$ cat config.mk
export PLATFORM = sky130hd
export DESIGN_NAME = bfu_update
export DESIGN_NICKNAME = d
export VERILOG_FILES = /design/src/design/bfu_pkg.sv /design/src/design/bfu_rsp_buf.sv /design/src/design/bfu_update.sv
export SDC_FILE = /design/constraint.sdc
export NUM_CORES = 2
export LEC_CHECK = 0
export BUFFER_PORTS_ARGS = -buffer_cell sky130_fd_sc_hd__buf_2
export CAP_MARGIN = 20
export CORE_ASPECT_RATIO = 0.5
export CORE_MARGIN = 2
export CORE_UTILIZATION = 45
export CTS_CLUSTER_DIAMETER = 200
export CTS_CLUSTER_SIZE = 30
export DETAILED_ROUTE_END_ITERATION = 7
export HOLD_SLACK_MARGIN = 0.03
export PLACE_DENSITY = 0.67
export SLEW_MARGIN = 20
export SYNTH_ARGS = -nofsm -noshare
export SYNTH_HDL_FRONTEND = slang
export SYNTH_SLANG_ARGS = --single-unit
$ cat constraint.sdc
create_clock -name sys_clk -period 4.9 [get_ports sys_clk]
set_input_delay 0.245 -clock sys_clk [delete_from_list [all_inputs] [get_ports sys_clk]]
set_output_delay 0.245 -clock sys_clk [all_outputs]
set_load 0.01 [all_outputs]
$ cat src/design/bfu_pkg.sv
package bfu_pkg;

  ////////////////////////////////////////////////////////////////////////////
  // Command framing
  localparam logic [7:0] CLA_STD       = 8'h00;
  localparam logic [7:0] INS_UPDATE    = 8'hD6;
  localparam logic [8:0] HDR_LC_IDX    = 9'h004;
  localparam logic [4:0] SFI_SELECTED  = 5'h00;
  localparam logic [4:0] SFI_RESERVED  = 5'h1F;
  localparam logic [3:0] ACCESS_FREE   = 4'hE;
  localparam int         MAX_DATA      = 255;
  localparam int         NUM_FILES     = 4;

  ////////////////////////////////////////////////////////////////////////////
  // Status words
  localparam logic [15:0] SW_OK        = 16'h9000;
  localparam logic [15:0] SW_MEM_FAIL  = 16'h6581;
  localparam logic [15:0] SW_LEN       = 16'h6700;
  localparam logic [15:0] SW_SECURITY  = 16'h6982;
  localparam logic [15:0] SW_COND      = 16'h6985;
  localparam logic [15:0] SW_NOT_FOUND = 16'h6A82;
  localparam logic [15:0] SW_P1P2      = 16'h6A86;
  localparam logic [15:0] SW_INS       = 16'h6D00;
  localparam logic [15:0] SW_CLA       = 16'h6E00;

  ////////////////////////////////////////////////////////////////////////////
  // Register map and fields
  localparam logic [7:0]  ADDR_CTRL     = 8'h00;
  localparam logic [7:0]  ADDR_STATUS   = 8'h04;
  localparam logic [7:0]  ADDR_SELECT   = 8'h08;
  localparam logic [7:0]  ADDR_FILE0    = 8'h10;
  localparam int          CTRL_AES_BIT  = 0;
  localparam int          CTRL_LRP_BIT  = 1;
  localparam int          CTRL_CHAIN_BIT = 2;
  localparam int          SEL_VALID_BIT = 8;
  localparam int          STAT_BUSY_BIT = 3;
  localparam int          STAT_SW_LSB   = 16;
  localparam logic [31:0] REG_RST       = 32'h0000_0000;
  localparam logic [1:0]  AXI_OKAY      = 2'b00;
  localparam logic [1:0]  AXI_SLVERR    = 2'b10;

  ////////////////////////////////////////////////////////////////////////////
  // Types
  typedef enum logic [7:0] {
    ST_HDR    = 8'h01,
    ST_DATA   = 8'h02,
    ST_DRAIN  = 8'h04,
    ST_CHECK  = 8'h08,
    ST_WRITE  = 8'h10,
    ST_COMMIT = 8'h20,
    ST_RESP1  = 8'h40,
    ST_RESP2  = 8'h80
  } bfu_state_type;

  typedef struct packed {
    logic [7:0] data;
    logic       last;
  } bfu_byte_type;

  typedef struct packed {
    logic [1:0]  file;
    logic [14:0] addr;
    logic [7:0]  data;
    logic        last;
  } bfu_nvm_type;

  typedef struct packed {
    logic        pad;
    logic [14:0] size;
    logic [3:0]  rw_right;
    logic [3:0]  wr_right;
    logic        plain_comm_setting;
    logic        std_data;
    logic        exist;
    logic [4:0]  sfi;
  } bfu_file_type;

endpackage : bfu_pkg

$ cat src/design/bfu_rsp_buf.sv
module bfu_rsp_buf #(
  parameter int W     = 9,
  parameter int DEPTH = 2
) (
  input  wire logic         sys_clk,
  input  wire logic         reset,
  input  wire logic [W-1:0] in_data,
  input  wire logic         in_valid,
  output logic              in_ready,
  output logic [W-1:0]      out_data,
  output logic              out_valid,
  input  wire logic         out_ready
);
  import bfu_pkg::*;

  localparam int PW = $clog2(DEPTH);

  typedef struct packed {
    logic [DEPTH-1:0][W-1:0] mem;
    logic [PW-1:0]           wp;
    logic [PW-1:0]           rp;
    logic [PW:0]             cnt;
  } bfu_buf_type;

  bfu_buf_type buf_r;
  bfu_buf_type buf_nxt;
  logic        push;
  logic        pop;

  assign in_ready  = (buf_r.cnt != (PW+1)'(DEPTH));
  assign out_valid = (buf_r.cnt != '0);
  assign out_data  = buf_r.mem[buf_r.rp];
  assign push      = in_valid && in_ready;
  assign pop       = out_valid && out_ready;

  always_comb begin
    buf_nxt = buf_r;
    if (push) begin
      buf_nxt.mem[buf_r.wp] = in_data;
      buf_nxt.wp            = (buf_r.wp == PW'(DEPTH - 1)) ? '0 : buf_r.wp + PW'(1);
    end
    if (pop) begin
      buf_nxt.rp = (buf_r.rp == PW'(DEPTH - 1)) ? '0 : buf_r.rp + PW'(1);
    end
    buf_nxt.cnt = buf_r.cnt + (PW+1)'(push) - (PW+1)'(pop);
  end

  always_ff @(posedge sys_clk) begin
    if (reset) begin
      buf_r <= '0;
    end else begin
      buf_r <= buf_nxt;
    end
  end

endmodule : bfu_rsp_buf

$ cat src/design/bfu_update.sv
////////////////////////////////////////////////////////////////////////////////
// Notes on behaviour
// - Only plain standard data files accept updates
// - Whole frame is committed or nothing
// - P1 bit7 set: short id, offset 0-255
// - P1 bit7 clear: 15-bit offset from P1,P2
// - Id 0 current, 1-1E select, 1F reserved
// - Write needs free write or read-write access right
// - Active secure session rejects with 6982h
// - Chain ongoing or no file selected gives 6985h
// - Writes past file end give 6985h
// - Bad frame length gives 6700h
// - Bad P1 or P2 gives 6A86h
// - Success returns 9000h only
module bfu_update (
  input  wire logic                 sys_clk,
  input  wire logic                 reset,
  input  wire logic [7:0]           s_axi_awaddr,
  input  wire logic                 s_axi_awvalid,
  output logic                      s_axi_awready,
  input  wire logic [31:0]          s_axi_wdata,
  input  wire logic [3:0]           s_axi_wstrb,
  input  wire logic                 s_axi_wvalid,
  output logic                      s_axi_wready,
  output logic [1:0]                s_axi_bresp,
  output logic                      s_axi_bvalid,
  input  wire logic                 s_axi_bready,
  input  wire logic [7:0]           s_axi_araddr,
  input  wire logic                 s_axi_arvalid,
  output logic                      s_axi_arready,
  output logic [31:0]               s_axi_rdata,
  output logic [1:0]                s_axi_rresp,
  output logic                      s_axi_rvalid,
  input  wire logic                 s_axi_rready,
  input  wire bfu_pkg::bfu_byte_type cmd_in,
  input  wire logic                 cmd_valid,
  output logic                      cmd_ready,
  output bfu_pkg::bfu_byte_type     rsp_out,
  output logic                      rsp_valid,
  input  wire logic                 rsp_ready,
  output bfu_pkg::bfu_nvm_type      nvm_req,
  output logic                      nvm_valid,
  input  wire logic                 nvm_ready,
  input  wire logic                 nvm_ack,
  input  wire logic                 nvm_fail
);
  import bfu_pkg::*;

  typedef struct packed {
    bfu_state_type                  st;
    logic [8:0]                     cnt;
    logic [7:0]                     cla;
    logic [7:0]                     ins;
    logic [7:0]                     p1;
    logic [7:0]                     p2;
    logic [7:0]                     lc;
    logic                           len_err;
    logic [15:0]                    sw;
    logic [14:0]                    off;
    logic [1:0]                     file;
    logic [7:0]                     ptr;
    bfu_nvm_type                    nvm;
    logic                           nvm_valid;
    logic [31:0]                    ctrl;
    logic                           sel_valid;
    logic [1:0]                     sel;
    bfu_file_type [NUM_FILES-1:0]   files;
    logic                           aw_got;
    logic [7:0]                     awaddr;
    logic                           w_got;
    logic [31:0]                    wdata;
    logic [3:0]                     wstrb;
    logic                           bvalid;
    logic [1:0]                     bresp;
    logic                           rvalid;
    logic [31:0]                    rdata;
    logic [1:0]                     rresp;
  } bfu_core_type;

  bfu_core_type r;
  bfu_core_type r_nxt;
  logic [7:0]   data_buf [MAX_DATA];
  bfu_byte_type rsp_in;
  logic         rsp_in_valid;
  logic         rsp_in_ready;
  logic         cmd_take;

  function automatic logic free_access(input bfu_file_type f);
    return (f.wr_right == ACCESS_FREE) || (f.rw_right == ACCESS_FREE);
  endfunction : free_access

  function automatic logic [31:0] merge(input logic [31:0] old, input logic [31:0] nw, input logic [3:0] strb);
    logic [31:0] res;
    res = old;
    for (int i = 0; i < 4; i++) begin
      if (strb[i]) begin
        res[i*8 +: 8] = nw[i*8 +: 8];
      end
    end
    return res;
  endfunction : merge

  assign cmd_ready     = (r.st == ST_HDR) || (r.st == ST_DATA) || (r.st == ST_DRAIN);
  assign cmd_take      = cmd_valid && cmd_ready;
  assign s_axi_awready = !r.aw_got && !r.bvalid;
  assign s_axi_wready  = !r.w_got && !r.bvalid;
  assign s_axi_bvalid  = r.bvalid;
  assign s_axi_bresp   = r.bresp;
  assign s_axi_arready = !r.rvalid;
  assign s_axi_rvalid  = r.rvalid;
  assign s_axi_rdata   = r.rdata;
  assign s_axi_rresp   = r.rresp;
  assign nvm_req       = r.nvm;
  assign nvm_valid     = r.nvm_valid;
  assign rsp_in_valid  = (r.st == ST_RESP1) || (r.st == ST_RESP2);
  assign rsp_in.data   = (r.st == ST_RESP1) ? r.sw[15:8] : r.sw[7:0];
  assign rsp_in.last   = (r.st == ST_RESP2);

  ////////////////////////////////////////////////////////////////////////////
  // Frame staging: data is held here until the whole frame is checked
  always_ff @(posedge sys_clk) begin
    if (r.st == ST_DATA && cmd_take && r.cnt < 9'(MAX_DATA)) begin
      data_buf[r.cnt[7:0]] <= cmd_in.data;
    end
  end

  ////////////////////////////////////////////////////////////////////////////
  // Command engine and register slave
  always_comb begin
    logic [14:0]  off_c;
    logic [4:0]   sfi;
    logic         found;
    logic [1:0]   hit;
    logic [1:0]   tgt;
    logic [15:0]  end_c;
    logic [7:0]   nidx;
    bfu_file_type f;
    off_c = '0;
    sfi   = '0;
    found = 1'b0;
    hit   = '0;
    tgt   = '0;
    end_c = '0;
    nidx  = '0;
    f     = '0;
    r_nxt = r;

    case (r.st)
      ST_HDR: begin
        if (cmd_take) begin
          r_nxt.cnt = r.cnt + 9'h001;
          case (r.cnt[2:0])
            3'h0: r_nxt.cla = cmd_in.data;
            3'h1: r_nxt.ins = cmd_in.data;
            3'h2: r_nxt.p1 = cmd_in.data;
            3'h3: r_nxt.p2 = cmd_in.data;
            default: r_nxt.lc = cmd_in.data;
          endcase
          if (r.cnt == HDR_LC_IDX) begin
            r_nxt.cnt = '0;
            if (cmd_in.last || cmd_in.data == 8'h00) begin
              r_nxt.len_err = 1'b1;
              r_nxt.st      = cmd_in.last ? ST_CHECK : ST_DRAIN;
            end else begin
              r_nxt.st = ST_DATA;
            end
          end else if (cmd_in.last) begin
            r_nxt.len_err = 1'b1;
            r_nxt.st      = ST_CHECK;
          end
        end
      end
      ST_DATA: begin
        if (cmd_take) begin
          r_nxt.cnt = r.cnt + 9'h001;
          if (cmd_in.last) begin
            r_nxt.len_err = (r.cnt + 9'h001 != {1'b0, r.lc});
            r_nxt.st      = ST_CHECK;
          end else if (r.cnt + 9'h001 == {1'b0, r.lc}) begin
            r_nxt.len_err = 1'b1;
            r_nxt.st      = ST_DRAIN;
          end
        end
      end
      ST_DRAIN: begin
        if (cmd_take && cmd_in.last) begin
          r_nxt.st = ST_CHECK;
        end
      end
      ST_CHECK: begin
        off_c = r.p1[7] ? {7'h00, r.p2} : {r.p1[6:0], r.p2};
        sfi   = r.p1[4:0];
        for (int i = 0; i < NUM_FILES; i++) begin
          if (r.files[i].exist && r.files[i].sfi == sfi) begin
            found = 1'b1;
            hit   = 2'(i);
          end
        end
        tgt   = (r.p1[7] && sfi != SFI_SELECTED) ? hit : r.sel;
        f     = r.files[tgt];
        end_c = {1'b0, off_c} + {8'h00, r.lc};
        r_nxt.off  = off_c;
        r_nxt.file = tgt;
        r_nxt.st   = ST_RESP1;
        if (r.cla != CLA_STD) begin
          r_nxt.sw = SW_CLA;
        end else if (r.ins != INS_UPDATE) begin
          r_nxt.sw = SW_INS;
        end else if (r.len_err) begin
          r_nxt.sw = SW_LEN;
        end else if (r.ctrl[CTRL_CHAIN_BIT]) begin
          r_nxt.sw = SW_COND;
        end else if (r.ctrl[CTRL_AES_BIT] || r.ctrl[CTRL_LRP_BIT]) begin
          r_nxt.sw = SW_SECURITY;
        end else if (r.p1[7] && (r.p1[6:5] != 2'b00 || sfi == SFI_RESERVED)) begin
          r_nxt.sw = SW_P1P2;
        end else if (r.p1[7] && sfi != SFI_SELECTED && !found) begin
          r_nxt.sw = SW_NOT_FOUND;
        end else if ((!r.p1[7] || sfi == SFI_SELECTED) && !r.sel_valid) begin
          r_nxt.sw = SW_COND;
        end else if (!f.exist) begin
          r_nxt.sw = SW_NOT_FOUND;
        end else if (!f.std_data || !f.plain_comm_setting) begin
          r_nxt.sw = SW_COND;
        end else if (!free_access(f)) begin
          r_nxt.sw = SW_SECURITY;
        end else if (end_c > {1'b0, f.size}) begin
          r_nxt.sw = SW_COND;
        end else begin
          r_nxt.sw        = SW_OK;
          r_nxt.st        = ST_WRITE;
          r_nxt.nvm       = '{file: tgt, addr: off_c, data: data_buf[0], last: (r.lc == 8'h01)};
          r_nxt.nvm_valid = 1'b1;
          r_nxt.ptr       = 8'h01;
        end
        // A found short id stays selected even if a later check refuses the write
        if (r.cla == CLA_STD && r.ins == INS_UPDATE && !r.len_err && !r.ctrl[CTRL_CHAIN_BIT] &&
            !r.ctrl[CTRL_AES_BIT] && !r.ctrl[CTRL_LRP_BIT] && r.p1[7] && r.p1[6:5] == 2'b00 &&
            sfi != SFI_SELECTED && sfi != SFI_RESERVED && found) begin
          r_nxt.sel       = hit;
          r_nxt.sel_valid = 1'b1;
        end
      end
      ST_WRITE: begin
        if (r.nvm_valid && nvm_ready) begin
          if (r.nvm.last) begin
            r_nxt.nvm_valid = 1'b0;
            r_nxt.st        = ST_COMMIT;
          end else begin
            nidx      = r.ptr;
            r_nxt.nvm = '{file: r.file, addr: r.off + {7'h00, nidx}, data: data_buf[nidx],
                          last: (r.ptr + 8'h01 == r.lc)};
            r_nxt.ptr = r.ptr + 8'h01;
          end
        end
      end
      ST_COMMIT: begin
        if (nvm_ack) begin
          r_nxt.sw = nvm_fail ? SW_MEM_FAIL : SW_OK;
          r_nxt.st = ST_RESP1;
        end
      end
      ST_RESP1: begin
        if (rsp_in_ready) begin
          r_nxt.st = ST_RESP2;
        end
      end
      ST_RESP2: begin
        if (rsp_in_ready) begin
          r_nxt.st      = ST_HDR;
          r_nxt.cnt     = '0;
          r_nxt.len_err = 1'b0;
        end
      end
      default: begin
        r_nxt.st = ST_HDR;
      end
    endcase

    // Register slave; a select write is dropped while the next state is ST_RESP1, so hardware selection wins only on a refused check
    if (s_axi_awvalid && s_axi_awready) begin
      r_nxt.aw_got = 1'b1;
      r_nxt.awaddr = s_axi_awaddr;
    end
    if (s_axi_wvalid && s_axi_wready) begin
      r_nxt.w_got = 1'b1;
      r_nxt.wdata = s_axi_wdata;
      r_nxt.wstrb = s_axi_wstrb;
    end
    if (r.aw_got && r.w_got) begin
      r_nxt.aw_got = 1'b0;
      r_nxt.w_got  = 1'b0;
      r_nxt.bvalid = 1'b1;
      r_nxt.bresp  = AXI_OKAY;
      if (r.awaddr == ADDR_CTRL) begin
        r_nxt.ctrl = merge(r.ctrl, r.wdata, r.wstrb) & 32'h0000_0007;
      end else if (r.awaddr == ADDR_SELECT && r_nxt.st != ST_RESP1) begin
        r_nxt.sel       = 2'(merge({23'h00_0000, r.sel_valid, 6'h00, r.sel}, r.wdata, r.wstrb));
        r_nxt.sel_valid = r.wdata[SEL_VALID_BIT] && r.wstrb[1];
      end else if (r.awaddr >= ADDR_FILE0 && r.awaddr < ADDR_FILE0 + 8'(4 * NUM_FILES) &&
                   r.awaddr[1:0] == 2'b00) begin
        r_nxt.files[r.awaddr[3:2]] = merge(r.files[r.awaddr[3:2]], r.wdata, r.wstrb);
      end else if (r.awaddr != ADDR_SELECT) begin
        r_nxt.bresp = AXI_SLVERR;
      end
    end else if (r.bvalid && s_axi_bready) begin
      r_nxt.bvalid = 1'b0;
    end
    if (s_axi_arvalid && s_axi_arready) begin
      r_nxt.rvalid = 1'b1;
      r_nxt.rresp  = AXI_OKAY;
      r_nxt.rdata  = REG_RST;
      if (s_axi_araddr == ADDR_CTRL) begin
        r_nxt.rdata = r.ctrl;
      end else if (s_axi_araddr == ADDR_STATUS) begin
        r_nxt.rdata[STAT_SW_LSB +: 16] = r.sw;
        r_nxt.rdata[STAT_BUSY_BIT]     = !(r.st == ST_HDR && r.cnt == '0);
        r_nxt.rdata[2:0]               = {r.sel_valid, r.sel};
      end else if (s_axi_araddr == ADDR_SELECT) begin
        r_nxt.rdata[SEL_VALID_BIT] = r.sel_valid;
        r_nxt.rdata[1:0]           = r.sel;
      end else if (s_axi_araddr >= ADDR_FILE0 && s_axi_araddr < ADDR_FILE0 + 8'(4 * NUM_FILES) &&
                   s_axi_araddr[1:0] == 2'b00) begin
        r_nxt.rdata = r.files[s_axi_araddr[3:2]];
      end else begin
        r_nxt.rresp = AXI_SLVERR;
      end
    end else if (r.rvalid && s_axi_rready) begin
      r_nxt.rvalid = 1'b0;
    end
  end

  always_ff @(posedge sys_clk) begin
    if (reset) begin
      r    <= '0;
      r.st <= ST_HDR;
    end else begin
      r <= r_nxt;
    end
  end

  ////////////////////////////////////////////////////////////////////////////
  // Status word path; the buffer lets the reader stall without losing a byte
  bfu_rsp_buf #(
    .W     (9),
    .DEPTH (2)
  ) u_rsp_buf (
    .sys_clk   (sys_clk),
    .reset     (reset),
    .in_data   (rsp_in),
    .in_valid  (rsp_in_valid),
    .in_ready  (rsp_in_ready),
    .out_data  (rsp_out),
    .out_valid (rsp_valid),
    .out_ready (rsp_ready)
  );

  logic hdr_ok;
  assign hdr_ok = (r.cla == CLA_STD) && (r.ins == INS_UPDATE);
endmodule : bfu_update

# --- Yosys cells after proc, flatten, opt, wreduce, memory -nomap -nowiden ---
# Memories as Yosys holds them, arrays and structs flattened. A register that Yosys moved wholly into a read port is not among the register bits.
# Cells that the tools add are included.
# W data, S select, Z words.
op_classes:
  n_eq_ne: 55
  n_bitwise: 3
  n_mux: 155
  n_addsub: 8
  reduce_logical: 99
  n_lt_le_gt_ge: 13
op_table:
  columns: ["op", "n"]
  rows:
  - ["$mux W35", 13]
  - ["$mux W8", 37]
  - ["$mux W128", 2]
  - ["$mux W16", 15]
  - ["$bmux W32 S2", 3]
  - ["$mux W32", 5]
  - ["$mux W132", 1]
  - ["$mux W131", 1]
  - ["$bwmux W128", 1]
  - ["$mux W7", 12]
  - ["$pmux W35 S2", 1]
  - ["$demux W32 S2", 1]
  - ["$pmux W8 S8", 1]
  - ["$mux W58", 1]
  - ["$mux W9", 5]
  - ["$logic_and A1 B1 Y1", 42]
  - ["$ne A2 B2 Y1 const B", 20]
  - ["$mux W17", 2]
  - ["$mux W34", 1]
  - ["$logic_not A8 Y1", 4]
  - ["$pmux W16 S2", 1]
  - ["$mux W31", 1]
  - ["$reduce_and A15 Y1", 2]
  - ["$mux W2", 14]
  - ["67 further kinds", 147]
totals:
  n_memories: 1
  output_inout_bits: 79
  mem_bits_rw: 2040
  ff_bits: 366
mem_list:
  columns: ["memory", "depth", "word_bits", "read_ports", "rd_clocked_by_memory_dff", "wr", "line", "rtl"]
  rows:
  - ["data_buf", 255, 8, 2, 1, 1, "bfu_update.sv:82", "logic [7:0] data_buf [MAX_DATA];"]

# --- Depth between registers and ports, before layout ---
depth:
  ltp_word: 33
  mapped_depth: 25
  ltp_nobuf: 24

# --- By module ---
# Synthesis repeated with hierarchy kept, for this count alone.
unflattened:
  cells_unflattened: 5509
  hier_area_um2: 97966.5
by_module_without_submodules:
  columns: ["module", "cells_per_inst", "instances", "seq_area_each_um2", "area_per_inst_um2"]
  rows:
  - ["bfu_update", 5394, 1, 68145.4, 96879.2]
  - ["bfu_rsp_buf", 115, 1, 440.4, 1087.3]

# --- Worst setup path before layout ---
# Ideal clock, no wire load.
synth_path:
  path_kind: "reg-to-reg"
  start: "register r[332] (netlist name)"
  end: "register with a tool-made name"
  synth_period_minus_slack_ns: 5.048
  t_arrival_ns: 4.951
  setup_time_ns: 0.097
  required_ns: 4.803
  slack_ns: -0.148
  path_stages_with_launch: 21
  path_cell_list: "dfxtp_1 > buf_6 > or4_1 > o21a_1 > clkbuf_1 > a31oi_1 > buf_2 > mux4_2 > inv_1 > ha_1 > a21oi_1 > o21ai_0 > a21oi_1 > o22ai_1 > nor4_1 > o32ai_1 > nor4_4 > a21o_1 > buf_4 > nor2_1 > a211oi_1"
synth_lines:
  columns: ["item", "line", "rtl"]
  rows:
  - ["from (decl)", "bfu_update.sv:80", "bfu_core_type r;"]
  - ["from (signal assigned)", "bfu_update.sv:338", "r <= r_nxt;"]

# --- Worst setup path in the final report ---
layout_path:
  start: "register r[335] (netlist name)"
  end: "register r (netlist bit nvm_req[6])"
layout_between:
  elab_chain_len: 13
  word_cells_on_any_way: 47
  cone_classes: "add/sub (1); order compare (1); eq/ne (14); mux (13); reduce/logical (18)"
layout_rtl:
  columns: ["item"]
  rows:
  - ["parallel branches: the longest is 12 deep, another holds $gt A16 B15 Y1"]
  - ["$reduce_and A15 Y1 (no source line) *"]
# Mark *: on every way between the ends. The select of a mux whose other input is x is not followed.
# A chain may end at the register's enable or synchronous reset.

==> results.yml <==
grt:
  grt_overflow: 0
  grt_usage: 0.221
  grt_max_degree: 177
  antenna_found_initial: 7
  grt_first_pass_wirelength_um: 363000
  first_global_vias: 52611
clock_network:
  cts-root-buf: "clkbuf_16"
  cts.clk_slew.worst_paths_ns: 0.12
  clock_path_buffers: 3
  cts_tree: "done"
  cts.sinks: 2404
  cts_made_buffers: 90
  h-tree-depth: 3
  clk_latency_ns: 0.79
die:
  start_util: 0.454
  ios: 152
  die_w_um: 663
  die-area_sq_um: 221000
  core_area_sq_um: 215000
  die_h_um: 333
  num_rows: 120
synthesis:
  synth_area_sq_um: 97600
  synthFlopType: "edfxtp_1"
  ys_ff_latch: 2404
  yosys.area.top_type: "edfxtp_1"
  seq_area_frac_synth: 0.702
  synth_enable_flop_cells: 2040
  post_synth.cell_area_avg_sq_um: 17.8
  synth_compound_area_frac: 0.0374
  synth_top_family_by_area: "multiplexers"
  ys_async_sr_fraction: 0
  synth-simple-area-share: 0.0512
  synth_fa_ha_area_frac: 0.00541
  ys_warn_count: 0
  synth_top_area_share: 0.628
  synth_cell_types: 79
  syn_inst: 5482
  muxShareOfSynthArea: 0.176
  synth_xor_area_frac: 0.00610
  yosys-top-cells-area: "edfxtp_1 63%, mux4_2 17%, dfxtp_1 7.5%"
place:
  dp.cells: 8354
  io_buffers: 149
  dp_hpwl_um: 160000
  gp_congestion: 0.946
final_layout:
  post_route_cells_drive_above_1_share: 0.234
  areaGrowthSynthToFinish_pct: 8.84
  fill_cells: 17205
  fin_util: 0.495
  seqCellArea_sq_um: 68600
  final_cells: 8601
  final_nets: 5810
  multi_input_area_sq_um: 27100
hold_path:
  hold_depth: 3
  hp-start: "cmd_in[6]"
  holdPathEnd: "r[353]"
  hold_class: "in2reg"
timing:
  fin_tns_setup_ns: 0
  fmax_mhz: 212
  fin_crit_ns: 4.72
  worstMarginPinSlew_ns: 1.15
  period_share: 0.963
  hold_viol: 0
  drv_slew: 0
  finClkSkew_ns: 0.0679
  finalSetupViolations: 0
  fin_hold_ws_ns: 0.0571
  slew_headroom: 0.234
detailed_routing:
  first_iter_violations: 6618
  vias: 52624
  drc: 0
  vias_per_cell: 6.12
  routed_wirelength_um: 247000
  firstDrtPassIters: 7
  wl_per_cell_um: 28.8
  drtAntennaViolNets: 0
setup_path:
  worstRegToRegCells: 19
  cp.required_ns: 5.60
  r2r_start: "r[335]"
  reg2reg_to: "nvm_req[6]"
  rrSetupSlack_ns: 0.18
  end_kind: "flop"
  criticalPathCategory: "reg2reg"
  critical_path_arrival_ns: 5.42
  critPathMaxFanout: 27
  crit_path_start_kind: "flop"
power_and_ir_drop:
  p_per_area_nw_per_um2: 307
  finalPower_uw: 32600
  p_clk_frac: 0.290
  leakagePower_uw: 0.0318
  p_int_uw: 25900
  switching_share: 0.205
  sequentialPowerShare: 0.683
  ir_worst_vdd_uv: 286
  power_switching_uw: 6680
  combinationalPowerShare: 0.028
run:
  drv_cap: 0
run_status:
  status: "completed"
[worst max-delay path, cell delays in order, from the launching register on]
cell      delay, ns
dfxtp_4        0.38
or4_1          0.54
o21a_1         0.24
buf_4          0.19
a31oi_4        0.35
buf_6          0.17
mux4_2         0.30
inv_1          0.07
ha_1           0.23
nor2b_1        0.13
o21a_1         0.18
o21ai_2        0.14
a211oi_2       0.09
nor4_2         0.41
o32ai_4        0.22
nor4_4         0.22
a21o_2         0.24
buf_12         0.18
nor2_1         0.05
a211oi_1       0.27
[cell usage in the layout, fill, tap and decap left out, types with 49 or more instances in the layout]
cell and instances:
edfxtp_1 2040, mux4_2 716, nor2_1 539, dfxtp_1 350, nand2_1 282, buf_4 271, a21oi_1 201, a211oi_1 198
buf_2 140, clkbuf_16 91, dlygate4sd3_1 91, nand3_1 87, mux2i_1 78, nor3_1 49
[worst max path at each step]
stage / startpoint / endpoint / slack, ns / cells after the start
final: r[335] / nvm_req[6] / 0.18 / 19
after CTS: r[316] / r[212] / 0.01 / 25
after detailed placement: r[316] / r[212] / -0.07 / 24
after floorplan: r[332] / flop / 0.09 / 20
after global routing: r[335] / nvm_req[6] / -0.08 / 19
after global placement: r[316] / r[212] / -0.007 / 25
[cell usage after synthesis, types with 6 or more instances]
library cell	number
a21o_1	8
edfxtp_1	2040
and2_1	8
ha_1	39
a211oi_1	201
or3_1	10
xor2_1	30
o21ai_0	46
buf_1	32
nand2_1	287
and3_1	10
or4_1	6
mux2_2	14
a21oi_1	202
xnor2_1	38
mux4_2	716
nor3b_1	10
nor3_1	60
nor4_1	12
nand3b_1	10
nand4_1	12
clkbuf_1	229
nor2b_1	40
buf_4	85
a311oi_1	8
buf_2	68
a22oi_1	20
a31oi_1	6
mux2i_1	78
a221oi_1	13
nor2_1	540
or2_2	6
nand2b_1	12
nand3_1	88
inv_1	43
a2111oi_0	7
nand4b_1	10
dfxtp_1	364
[registers in the layout, indices dropped and copies added (netlist names), named ones only]
signal,count
data_buf,2040
r,273
s_axi_rdata,32
nvm_req,26
u_rsp_buf.buf_r,20
nvm_valid,1
s_axi_bresp,1
s_axi_bvalid,1
s_axi_rresp,1
s_axi_rvalid,1
[power groups by stage]
stage          clock, uW  combinational, uW  sequential (uW)
4_1_cts             9570                893            22300
2_1_floorplan          0                349            22700
5_1_grt            10200                972            22300
6_report            9450                903            22300
3_5_place_dp           0                830            22700
3_3_place_gp           0                789            22700
[stage by stage]
step | cell area [sq um] | setup slack [ns]
finish | 106000 | 0.179
global route | 106000 | -0.0757
CTS | 106000 | 0.0125
detailed placement | 103000 | -0.0687
global placement | 102000 | -0.00735
floorplan | 97600 | 0.0877
[per-layer routing]
| layer | up-vias | GRT usage | share of wire |
|---|---|---|---|
| li1 | 22104 | - | - |
| met1 | 27759 | 0.302 | 0.40 |
| met2 | 2380 | 0.359 | 0.48 |
| met5 | - | 0 | 0.00016 |
| met3 | 375 | 0.0401 | 0.081 |
| met4 | 6 | 0.0792 | 0.040 |
[area by class of cell]
class | count | share of cell area
Sequential cell | 2404 | 0.645
Multi-Input combinational cell | 2618 | 0.255
Clock inverter | 6 | 0.000942
Timing Repair Buffer | 539 | 0.0405
Tap cell | 2867 | 0.0338
Antenna cell | 3 | 0.0000707
Inverter | 43 | 0.00152
Clock buffer | 121 | 0.0225
[cells by family (layout without fill, tap and decap cells)]
kind of cell | Yosys count | count (layout)
DFF | 2404 | 2404
and+or+nand+nor | 1136 | 1136
muxes | 813 | 813
AOI/OAI and AO/OA | 558 | 558
buffers and inverters | 461 | 709
xor gates and xnor gates | 68 | 68
adders and majority gates | 41 | 41
other | 1 | 5
[timing repair]
action / 4_1_cts / 5_1_grt
setup buffers: 0 / 26
endpoints found under the setup margin: 4 / 55
hold buffers: 91 / 0
endpoints found under the hold margin: 159 / 0
gates resized for setup: 3 / 31
pin swaps: 0 / 11
No activity file was read; power rests on OpenSTA's default activity.
